$ cat src/mic_map.svh
// Register map, field positions, reset values and timing constants
`ifndef MIC_MAP_SVH
`define MIC_MAP_SVH
`define MIC_ADDR_W      5
`define MIC_REG_CTRL    5'h00
`define MIC_REG_OPT     5'h04
`define MIC_REG_PFA     5'h08
`define MIC_REG_PFB     5'h0c
`define MIC_REG_PEA     5'h10
`define MIC_REG_PEB     5'h14
`define MIC_REG_STAT    5'h18
`define MIC_GIE_BIT     3'h7
`define MIC_PERIPHERAL_MASTER_ENABLE_BIT    3'h6
`define MIC_TIMER_ZERO_OVERFLOW_ENABLE_BIT    3'h5
`define MIC_EXT_PIN_ENABLE_BIT    3'h4
`define MIC_PORT_CHANGE_ENABLE_BIT    3'h3
`define MIC_EDGE_BIT    3'h6
`define MIC_CTRL_RST    8'h00
`define MIC_OPT_RST     8'hff
`define MIC_PF_RST      8'h00
`define MIC_PFA_IMPL    8'h77
`define MIC_PFB_IMPL    8'h10
`define MIC_TMR_MAX     8'hff
`define MIC_TMR_ZERO    8'h00
`define MIC_VECTOR      13'h0004
`define MIC_PC_RST      13'h0000
`define MIC_CLK_NS      50
`define MIC_INSTR_NS    200
`define MIC_Q_CNT       ((`MIC_INSTR_NS) / (`MIC_CLK_NS))
`define MIC_Q_LAST      2'(`MIC_Q_CNT - 1)
`define MIC_SETTLE      3'h5
`endif

$ cat src/mic_pkg.sv
// Types shared by the interrupt control modules
package mic_pkg;
    typedef enum logic [1:0] {
        ENT_IDLE,
        ENT_PUSH,
        ENT_FLUSH
    } mic_entry_e;
    typedef logic [7:0]  mic_byte_t;
    typedef logic [12:0] mic_pc_t;
endpackage

$ cat src/mic_flag_if.sv
// Carrier between the controller and a sticky flag bank
`timescale 1ns/1ps
interface mic_flag_if #(parameter int W = 8);
    logic [W-1:0] set_ev;
    logic         wr_en;
    logic [W-1:0] wr_data;
    logic [W-1:0] flags;
    modport bank (input set_ev, input wr_en, input wr_data, output flags);
    modport ctl  (output set_ev, output wr_en, output wr_data, input flags);
endinterface

$ cat src/mic_ctrl.sv
// Interrupt collection, gating, vectoring and wake-up control
//
// The Avalon-MM slave port and the placing of the registers are this design's own decisions.
`timescale 1ns/1ps
`include "mic_map.svh"
module mic_ctrl
    import mic_pkg::*;
(
    input  wire logic                   clk_sys,
    input  wire logic                   rstn,
    input  wire logic [`MIC_ADDR_W-1:0] avs_address,
    input  wire logic                   avs_read,
    input  wire logic                   avs_write,
    input  wire logic [31:0]            avs_writedata,
    input  wire logic [3:0]             avs_byteenable,
    output logic      [31:0]            avs_readdata,
    output logic                        avs_waitrequest,
    input  wire logic                   ext_irq_pin,
    input  wire logic [3:0]             port_b_pins,
    input  wire mic_byte_t              timer_zero_count,
    input  wire mic_byte_t              periph_evt_a,
    input  wire mic_byte_t              periph_evt_b,
    input  wire logic                   return_from_irq_instr,
    input  wire logic                   sleep_instr,
    input  wire mic_pc_t                pc_ret,
    output logic                        stack_push,
    output mic_pc_t                     stack_push_pc,
    output logic                        pc_load,
    output mic_pc_t                     pc_load_addr,
    output logic                        cpu_wake,
    output logic                        cpu_asleep,
    output mic_byte_t                   timer_edge_config,
    output logic                        ext_edge_select
);
    mic_flag_if #(.W(3)) ctl_fl ();
    mic_flag_if #(.W(8)) pfa_fl ();
    mic_flag_if #(.W(8)) pfb_fl ();

    logic       ack_r;
    logic       wr_go;
    logic       rd_go;
    logic [31:0] rdata_r;
    logic [31:0] rdata_nxt;
    logic       global_irq_enable_r;
    logic       peripheral_master_enable_r;
    logic [2:0] ctl_en_r;
    mic_byte_t  opt_r;
    mic_byte_t  peripheral_irq_enables_a_r;
    mic_byte_t  peripheral_irq_enables_b_r;
    logic       ext_pin_s;
    logic [3:0] port_s;
    logic       ext_prev_r;
    logic [3:0] port_last_r;
    mic_byte_t  tmr_prev_r;
    logic [2:0] settle_r;
    logic       settled;
    logic       ext_edge;
    logic       port_chg;
    logic       tmr_roll;
    logic [1:0] q_r;
    logic       boundary;
    mic_entry_e state_r;
    logic       irq_active;
    logic       take_now;
    logic       wake_now;
    logic       asleep_r;
    logic       wake_r;
    logic       push_r;
    logic       load_r;
    mic_pc_t    push_pc_r;
    mic_pc_t    load_addr_r;

    // Avalon slave: one wait cycle, answer on the second cycle
    assign avs_waitrequest = (avs_read | avs_write) & ~ack_r;
    assign wr_go = avs_write & ack_r & avs_byteenable[0];
    assign rd_go = avs_read & ~ack_r;

    always_ff @(posedge clk_sys or negedge rstn) begin
        if (!rstn) begin
            ack_r <= 1'b0;
        end else begin
            ack_r <= (avs_read | avs_write) & ~ack_r;
        end
    end

    always_comb begin
        rdata_nxt = '0;
        case (avs_address)
            `MIC_REG_CTRL: begin
                rdata_nxt[7:0] = {global_irq_enable_r,
                                  peripheral_master_enable_r,
                                  ctl_en_r, ctl_fl.flags};
            end
            `MIC_REG_OPT:  rdata_nxt[7:0] = opt_r;
            `MIC_REG_PFA:  rdata_nxt[7:0] = pfa_fl.flags;
            `MIC_REG_PFB:  rdata_nxt[7:0] = pfb_fl.flags;
            `MIC_REG_PEA:  rdata_nxt[7:0] = peripheral_irq_enables_a_r;
            `MIC_REG_PEB:  rdata_nxt[7:0] = peripheral_irq_enables_b_r;
            `MIC_REG_STAT: begin
                rdata_nxt[2:0] = {asleep_r, state_r != ENT_IDLE,
                                  irq_active};
            end
            default:       rdata_nxt = '0;
        endcase
    end

    always_ff @(posedge clk_sys or negedge rstn) begin
        if (!rstn) begin
            rdata_r <= '0;
        end else if (rd_go) begin
            rdata_r <= rdata_nxt;
        end
    end

    assign avs_readdata = rdata_r;

    // Enables and edge configuration written by software
    always_ff @(posedge clk_sys or negedge rstn) begin
        if (!rstn) begin
            peripheral_master_enable_r <= 1'b0;
            ctl_en_r                   <= '0;
            opt_r                      <= `MIC_OPT_RST;
            peripheral_irq_enables_a_r <= `MIC_CTRL_RST;
            peripheral_irq_enables_b_r <= `MIC_CTRL_RST;
        end else if (wr_go) begin
            case (avs_address)
                `MIC_REG_CTRL: begin
                    peripheral_master_enable_r <=
                        avs_writedata[`MIC_PERIPHERAL_MASTER_ENABLE_BIT];
                    ctl_en_r <= avs_writedata[`MIC_TIMER_ZERO_OVERFLOW_ENABLE_BIT:`MIC_PORT_CHANGE_ENABLE_BIT];
                end
                `MIC_REG_OPT: opt_r <= avs_writedata[7:0];
                `MIC_REG_PEA: begin
                    peripheral_irq_enables_a_r <=
                        avs_writedata[7:0] & `MIC_PFA_IMPL;
                end
                `MIC_REG_PEB: begin
                    peripheral_irq_enables_b_r <=
                        avs_writedata[7:0] & `MIC_PFB_IMPL;
                end
                default: begin
                end
            endcase
        end
    end

    assign timer_edge_config = opt_r;
    assign ext_edge_select   = opt_r[`MIC_EDGE_BIT];

    // Pins come from outside the clock domain
    mic_sync #(.W(1)) u_sync_ext (
        .clk_sys  (clk_sys),
        .rstn     (rstn),
        .in_async (ext_irq_pin),
        .stable   (ext_pin_s)
    );
    mic_sync #(.W(4)) u_sync_port (
        .clk_sys  (clk_sys),
        .rstn     (rstn),
        .in_async (port_b_pins),
        .stable   (port_s)
    );

    // Settling delay stops the reset value of the pins posing as an edge
    always_ff @(posedge clk_sys or negedge rstn) begin
        if (!rstn) begin
            settle_r    <= '0;
            ext_prev_r  <= 1'b0;
            port_last_r <= '0;
            tmr_prev_r  <= `MIC_TMR_ZERO;
        end else begin
            if (!settled) begin
                settle_r <= settle_r + 3'h1;
            end
            ext_prev_r  <= ext_pin_s;
            port_last_r <= port_s;
            tmr_prev_r  <= timer_zero_count;
        end
    end

    assign settled  = (settle_r == `MIC_SETTLE);
    assign ext_edge = settled & (ext_edge_select ?
                      (ext_pin_s & ~ext_prev_r) : (~ext_pin_s & ext_prev_r));
    assign port_chg = settled & (port_s != port_last_r);
    assign tmr_roll = (tmr_prev_r == `MIC_TMR_MAX) &
                      (timer_zero_count == `MIC_TMR_ZERO);

    // Flag banks: control bits 2..0, then two peripheral banks
    assign ctl_fl.set_ev  = {tmr_roll, ext_edge, port_chg};
    assign ctl_fl.wr_en   = wr_go & (avs_address == `MIC_REG_CTRL);
    assign ctl_fl.wr_data = avs_writedata[2:0];
    assign pfa_fl.set_ev  = periph_evt_a;
    assign pfa_fl.wr_en   = wr_go & (avs_address == `MIC_REG_PFA);
    assign pfa_fl.wr_data = avs_writedata[7:0];
    assign pfb_fl.set_ev  = periph_evt_b;
    assign pfb_fl.wr_en   = wr_go & (avs_address == `MIC_REG_PFB);
    assign pfb_fl.wr_data = avs_writedata[7:0];

    mic_flag_bank #(.W(3), .IMPL(3'h7)) u_ctl_flags (
        .clk_sys (clk_sys),
        .rstn    (rstn),
        .fb      (ctl_fl)
    );
    mic_flag_bank #(.W(8), .IMPL(`MIC_PFA_IMPL)) u_pfa_flags (
        .clk_sys (clk_sys),
        .rstn    (rstn),
        .fb      (pfa_fl)
    );
    mic_flag_bank #(.W(8), .IMPL(`MIC_PFB_IMPL)) u_pfb_flags (
        .clk_sys (clk_sys),
        .rstn    (rstn),
        .fb      (pfb_fl)
    );

    assign irq_active = (|(ctl_fl.flags & ctl_en_r)) |
        (peripheral_master_enable_r &
         ((|(pfa_fl.flags & peripheral_irq_enables_a_r)) |
          (|(pfb_fl.flags & peripheral_irq_enables_b_r))));

    // Instruction cycle phase; requests are taken on its last clock
    always_ff @(posedge clk_sys or negedge rstn) begin
        if (!rstn) begin
            q_r <= '0;
        end else begin
            q_r <= boundary ? 2'h0 : q_r + 2'h1;
        end
    end

    assign boundary = (q_r == `MIC_Q_LAST);
    // No wait for a two-cycle instruction, so latency does not depend on it
    assign take_now = boundary & global_irq_enable_r & irq_active &
                      ~asleep_r & (state_r == ENT_IDLE);
    assign wake_now = asleep_r & irq_active;

    // Global enable: accept clears, return sets, software write last
    always_ff @(posedge clk_sys or negedge rstn) begin
        if (!rstn) begin
            global_irq_enable_r <= 1'b0;
        end else if (take_now) begin
            global_irq_enable_r <= 1'b0;
        end else if (return_from_irq_instr) begin
            global_irq_enable_r <= 1'b1;
        end else if (wr_go && avs_address == `MIC_REG_CTRL) begin
            global_irq_enable_r <= avs_writedata[`MIC_GIE_BIT];
        end
    end

    // Entry sequence: push, one flush cycle, then vector fetch
    always_ff @(posedge clk_sys or negedge rstn) begin
        if (!rstn) begin
            state_r     <= ENT_IDLE;
            push_r      <= 1'b0;
            load_r      <= 1'b0;
            push_pc_r   <= `MIC_PC_RST;
            load_addr_r <= `MIC_PC_RST;
        end else begin
            push_r <= 1'b0;
            load_r <= 1'b0;
            case (state_r)
                ENT_IDLE: begin
                    if (take_now) begin
                        state_r   <= ENT_PUSH;
                        push_r    <= 1'b1;
                        push_pc_r <= pc_ret;
                    end
                end
                ENT_PUSH: begin
                    if (boundary) begin
                        state_r <= ENT_FLUSH;
                    end
                end
                ENT_FLUSH: begin
                    if (boundary) begin
                        state_r     <= ENT_IDLE;
                        load_r      <= 1'b1;
                        load_addr_r <= `MIC_VECTOR;
                    end
                end
                default: state_r <= ENT_IDLE;
            endcase
        end
    end

    assign stack_push    = push_r;
    assign stack_push_pc = push_pc_r;
    assign pc_load       = load_r;
    assign pc_load_addr  = load_addr_r;

    // Power-down; a sleep with a request already pending acts as a no-op
    always_ff @(posedge clk_sys or negedge rstn) begin
        if (!rstn) begin
            asleep_r <= 1'b0;
            wake_r   <= 1'b0;
        end else begin
            wake_r <= wake_now;
            if (wake_now) begin
                asleep_r <= 1'b0;
            end else if (sleep_instr && !irq_active) begin
                asleep_r <= 1'b1;
            end
        end
    end

    assign cpu_wake   = wake_r;
    assign cpu_asleep = asleep_r;

    gie_block_a: assert property (@(posedge clk_sys) disable iff (!rstn)
        !global_irq_enable_r |=> !push_r)
        else $error("entry without global enable");
    take_vector_a: assert property (@(posedge clk_sys) disable iff (!rstn)
        take_now |=> push_r && !global_irq_enable_r ##8 load_r &&
        load_addr_r == `MIC_VECTOR)
        else $error("entry sequence wrong");
    take_prompt_a: assert property (@(posedge clk_sys) disable iff (!rstn)
        global_irq_enable_r && irq_active && !asleep_r &&
        state_r == ENT_IDLE && !wr_go |-> ##[1:4] push_r)
        else $error("pending interrupt not taken");
    return_from_irq_instr_sets_a: assert property (@(posedge clk_sys) disable iff (!rstn)
        return_from_irq_instr && !take_now |=> global_irq_enable_r)
        else $error("return did not re-enable");
    ext_latency_a: assert property (@(posedge clk_sys) disable iff (!rstn)
        ext_edge && global_irq_enable_r && ctl_en_r[1] && !asleep_r &&
        state_r == ENT_IDLE && !wr_go && !sleep_instr |-> ##[9:13] load_r)
        else $error("pin latency out of range");
    ext_flag_a: assert property (@(posedge clk_sys) disable iff (!rstn)
        ext_edge |=> ctl_fl.flags[1])
        else $error("pin edge lost");
    edge_pol_a: assert property (@(posedge clk_sys) disable iff (!rstn)
        ext_edge |-> (ext_pin_s == ext_edge_select))
        else $error("wrong edge polarity");
    tmr_flag_a: assert property (@(posedge clk_sys) disable iff (!rstn)
        $past(timer_zero_count) == `MIC_TMR_MAX &&
        timer_zero_count == `MIC_TMR_ZERO |=> ctl_fl.flags[2])
        else $error("rollover lost");
    port_flag_a: assert property (@(posedge clk_sys) disable iff (!rstn)
        port_chg |=> ctl_fl.flags[0])
        else $error("port change lost");
    wake_cause_a: assert property (@(posedge clk_sys) disable iff (!rstn)
        $rose(wake_r) |-> $past(irq_active) && !asleep_r)
        else $error("wake without cause");
    push_pc_a: assert property (@(posedge clk_sys) disable iff (!rstn)
        push_r |-> stack_push_pc == $past(pc_ret))
        else $error("wrong return address");
endmodule

$ cat src/mic_sync.sv
// Three-stage input synchroniser, output moves when stages two and three agree
`timescale 1ns/1ps
module mic_sync #(
    parameter int W = 1
) (
    input  wire logic         clk_sys,
    input  wire logic         rstn,
    input  wire logic [W-1:0] in_async,
    output logic      [W-1:0] stable
);
    logic [W-1:0] s1_r;
    logic [W-1:0] s2_r;
    logic [W-1:0] s3_r;
    logic [W-1:0] stable_r;

    always_ff @(posedge clk_sys or negedge rstn) begin
        if (!rstn) begin
            s1_r <= '0;
            s2_r <= '0;
            s3_r <= '0;
        end else begin
            s1_r <= in_async;
            s2_r <= s1_r;
            s3_r <= s2_r;
        end
    end

    // Bitwise agreement filters one-cycle glitches after metastability
    always_ff @(posedge clk_sys or negedge rstn) begin
        if (!rstn) begin
            stable_r <= '0;
        end else begin
            stable_r <= (s2_r & s3_r) | (stable_r & (s2_r | s3_r));
        end
    end

    assign stable = stable_r;
endmodule

$ cat src/mic_flag_bank.sv
// Sticky flag bank, hardware sets, software writes, set wins
`timescale 1ns/1ps
module mic_flag_bank #(
    parameter int         W    = 8,
    parameter logic [W-1:0] IMPL = '1
) (
    input  wire logic clk_sys,
    input  wire logic rstn,
    mic_flag_if.bank  fb
);
    logic [W-1:0] flags_r;
    logic [W-1:0] flags_nxt;

    always_comb begin
        flags_nxt = fb.wr_en ? fb.wr_data : flags_r;
        flags_nxt = (flags_nxt | fb.set_ev) & IMPL;
    end

    always_ff @(posedge clk_sys or negedge rstn) begin
        if (!rstn) begin
            flags_r <= '0;
        end else begin
            flags_r <= flags_nxt;
        end
    end

    assign fb.flags = flags_r;

    flag_sticky_a: assert property (@(posedge clk_sys) disable iff (!rstn)
        !fb.wr_en |=> ((flags_r & $past(flags_r)) == $past(flags_r)))
        else $error("flag cleared without a write");
    flag_set_a: assert property (@(posedge clk_sys) disable iff (!rstn)
        1'b1 |=> ((flags_r & $past(fb.set_ev & IMPL))
                  == $past(fb.set_ev & IMPL)))
        else $error("event lost in flag bank");
endmodule

$ cat config.mk
export PLATFORM = sky130hd
export DESIGN_NAME = mic_ctrl
export DESIGN_NICKNAME = d
export VERILOG_FILES = /design/src/mic_pkg.sv /design/src/mic_flag_if.sv /design/src/mic_ctrl.sv /design/src/mic_sync.sv /design/src/mic_flag_bank.sv
export VERILOG_INCLUDE_DIRS = /design/src /design/src/src
export SDC_FILE = /design/constraint.sdc
export NUM_CORES = 1
export LEC_CHECK = 0
export BUFFER_PORTS_ARGS = -buffer_cell sky130_fd_sc_hd__buf_4
export CORE_AREA = 2 2 95 97
export CTS_BUF_LIST = sky130_fd_sc_hd__clkbuf_4 sky130_fd_sc_hd__clkbuf_8 sky130_fd_sc_hd__clkbuf_16
export CTS_CLUSTER_DIAMETER = 200
export CTS_CLUSTER_SIZE = 20
export DETAILED_ROUTE_END_ITERATION = 7
export DIE_AREA = 0 0 97 99
export PLACE_DENSITY = 0.79
export SLEW_MARGIN = 20
export SYNTH_ARGS = -nofsm -noshare
export SYNTH_HDL_FRONTEND = slang
export SYNTH_SLANG_ARGS = --single-unit
$ cat constraint.sdc
create_clock -name clk_sys -period 2.06 [get_ports clk_sys]
set_input_delay 0.103 -clock clk_sys [delete_from_list [all_inputs] [get_ports clk_sys]]
set_output_delay 0.103 -clock clk_sys [all_outputs]
set_load 0.03 [all_outputs]
==> impl_metrics.json <==
{
  "fin_nets": 540,
  "num_rows": 34,
  "numCtsBuffers": 9,
  "max_freq_mhz": 541,
  "min_path_type": "input port to flip-flop",
  "drv_cap": 0,
  "cts_root_buf": "clkbuf_8",
  "synth_flop_cell": "dfrtp_1",
  "placed_cells": 502,
  "viasPerCell": 4.91,
  "synth_area_leaders": "dfrtp_1 (54%), mux2_2 (7.9%), buf_4 (6.8%)",
  "clock_path_buffers": 2,
  "synthTopCellsByCount": "dfrtp_1 (89), buf_4 (37), mux2_2 (29)",
  "grt_pass1_vias": 2824,
  "vias": 2754,
  "netlist_instances": 312,
  "gp_congestion": 0.846,
  "cts_resized": 0,
  "setup_viol": 0,
  "antenna_found_initial": 0,
  "htree_levels": 3,
  "rrSetupSlack_ns": 0.21,
  "ys_types": 47,
  "powerDensity_nw_per_um2": 800,
  "period_share_pct": 89.8,
  "synth_seq_cells": 97,
  "cts_setup_buffers": 0,
  "die-height_um": 99,
  "grt_usage_pct": 18.2,
  "cts_hold_buf": 43,
  "drt_iter0_markers": 96,
  "drc": 0,
  "finalSetupTns_ns": 0,
  "wl_per_cell_um": 15.1,
  "clk_latency_ns": 0.35,
  "design_area_um2": 5380,
  "fin_cells": 561,
  "worst_setup_path_end_kind": "flip-flop",
  "ant_nets": 0,
  "period_minus_slack_ns": 1.85,
  "p_leak_nw": 2.54,
  "ios": 161,
  "io_buffers": 88,
  "cts_tree": "built",
  "synth_top_area_cell": "dfrtp_1",
  "hold_ws_ns": 0.0166,
  "status": "finished, final reports clean",
  "hold_viol": 0,
  "seq_area_frac_synth_pct": 59.2,
  "path_max_fanout": 16,
  "criticalPathCategory": "flip-flop to flip-flop",
  "die_area_um2": 9600,
  "drive_above_1_share_pct": 34.9,
  "coreArea_um2": 8550,
  "grt_start_max_net_pins": 48,
  "path_clk_slew_ns": 0.09,
  "final_util_pct": 62.9,
  "first_pass_iters": 4,
  "yosys_warnings": 0,
  "synth_area_per_cell_um2": 13.2,
  "worst_slack_ns": 0.211,
  "yosysTopAreaCellShare_pct": 54.1,
  "peakVddDrop_uv": 478,
  "die_x_um": 97,
  "dp_hpwl_um": 5990,
  "syn2layout_area_growth_pct": 30.8,
  "synth_area_um2": 4110,
  "place_area_um2": 4770,
  "power_mw": 4.30,
  "gr-total-overflow": 0,
  "final-max-slew-violation-count": 0,
  "synthArstFlopShare_pct": 100,
  "diodes": 0,
  "startpoint_type": "flip-flop",
  "post-place-ws_ns": 0.200,
  "worstPathArrival_ns": 2.09,
  "grt_pass1_wl_um": 14000,
  "start_util_pct": 48.1,
  "wirelength_um": 8470,
  "rsz0062_at_grt": "false",
  "post-synth-top-count-cell": "dfrtp_1",
  "fin_skew_ns": 0.0108,
  "worstPathRequired_ns": 2.30,
  "cts_sinks": 97,
  "synth_edf_count": 0
}
==> routing by layer <==
metal	global-route usage (%)	vias to the layer above	share of wire [%]
met5	0	-	0
li1	-	1290	-
met2	30.7	95	51
met1	23.2	1361	42
met4	6.28	0	1.1
met3	4.47	8	5.9
==> power breakdown <==
part / internal (mW) / switching [mW] / total (mW)
combinational: 0.434 / 0.552 / 0.986
clock: 0.471 / 0.630 / 1.10
sequential: 2.09 / 0.125 / 2.22
total: 3.00 / 1.31 / 4.30
==> cells by family (layout without fill, tap and decap cells) <==
family	after synthesis	after routing	share of synthesized area, %
XOR/XNOR	5	5	1.06
AND/OR/NAND/NOR	66	66	8.58
AO/OA/AOI/OAI	40	40	7.30
flip-flops	97	97	59.2
adder cells (fa/ha/maj)	8	8	2.13
other	1	36	0.0912
buffers and inverters	50	156	8.30
multiplexers	45	45	13.3
==> layout by cell type (no fill, tap or decap), types with 6 or more instances in the layout <==
cell type / n
a211o_1: 6
and3_1: 7
buf_4: 89
clkbuf_8: 10
conb_1: 36
dfrtp_1: 89
dfstp_2: 8
dlygate4sd3_1: 43
inv_1: 6
mux2_2: 29
mux2_4: 7
mux2i_1: 7
nand2_1: 12
nor2_1: 15
nor2b_1: 12
==> worst paths after layout <==
kind | cells past startpoint | end | start
worst max-delay path | 5 | stack_push_pc[12]$_DFFE_PN0P_ | u_ctl_flags.fb.flags[1]$_DFF_PN0_
worst min-delay path | 2 | u_pfa_flags.fb.flags[4]$_DFF_PN0_ | avs_writedata[4]
worst max register to register | 5 | stack_push_pc[12]$_DFFE_PN0P_ | u_ctl_flags.fb.flags[1]$_DFF_PN0_
worst min register to register | 0 | u_sync_port.s2_r[0]$_DFF_PN0_ | u_sync_port.s1_r[0]$_DFF_PN0_
max in group asynchronous | 3 | timer_edge_config[2]$_DFFE_PN1P_ | rstn
min in group asynchronous | 2 | u_sync_port.s1_r[2]$_DFF_PN0_ | rstn
==> critical path: stages (launching register included) <==
cell	delay, ns
dfrtp_1	0.41
a222oi_1	0.50
inv_1	0.14
o21ai_4	0.17
buf_12	0.17
mux2_2	0.35
==> registers in the layout, indices dropped and copies added, names as in the netlist, 2 cells and up <==
register and count:
settle_r 3, u_ctl_flags.fb.flags 3, tmr_prev_r 8, peripheral_irq_enables_a_r 6, state_r 2, port_last_r 4
timer_edge_config 8, stack_push_pc 13, u_sync_port.s3_r 4, u_pfa_flags.fb.flags 6, avs_readdata 8, ctl_en_r 3
q_r 2, u_sync_port.stable 4, u_sync_port.s2_r 4, u_sync_port.s1_r 4
==> final cells by class <==
cell class,instances,area [um2]
well taps,108,135
repair buffers,134,1140
clock inverters,6,43.8
fillers,654,3170
clock buffers,10,138
multi-input cells,200,1470
inverters,6,22.5
flip-flops and latches,97,2440
No activity file was read; power rests on OpenSTA's default activity.
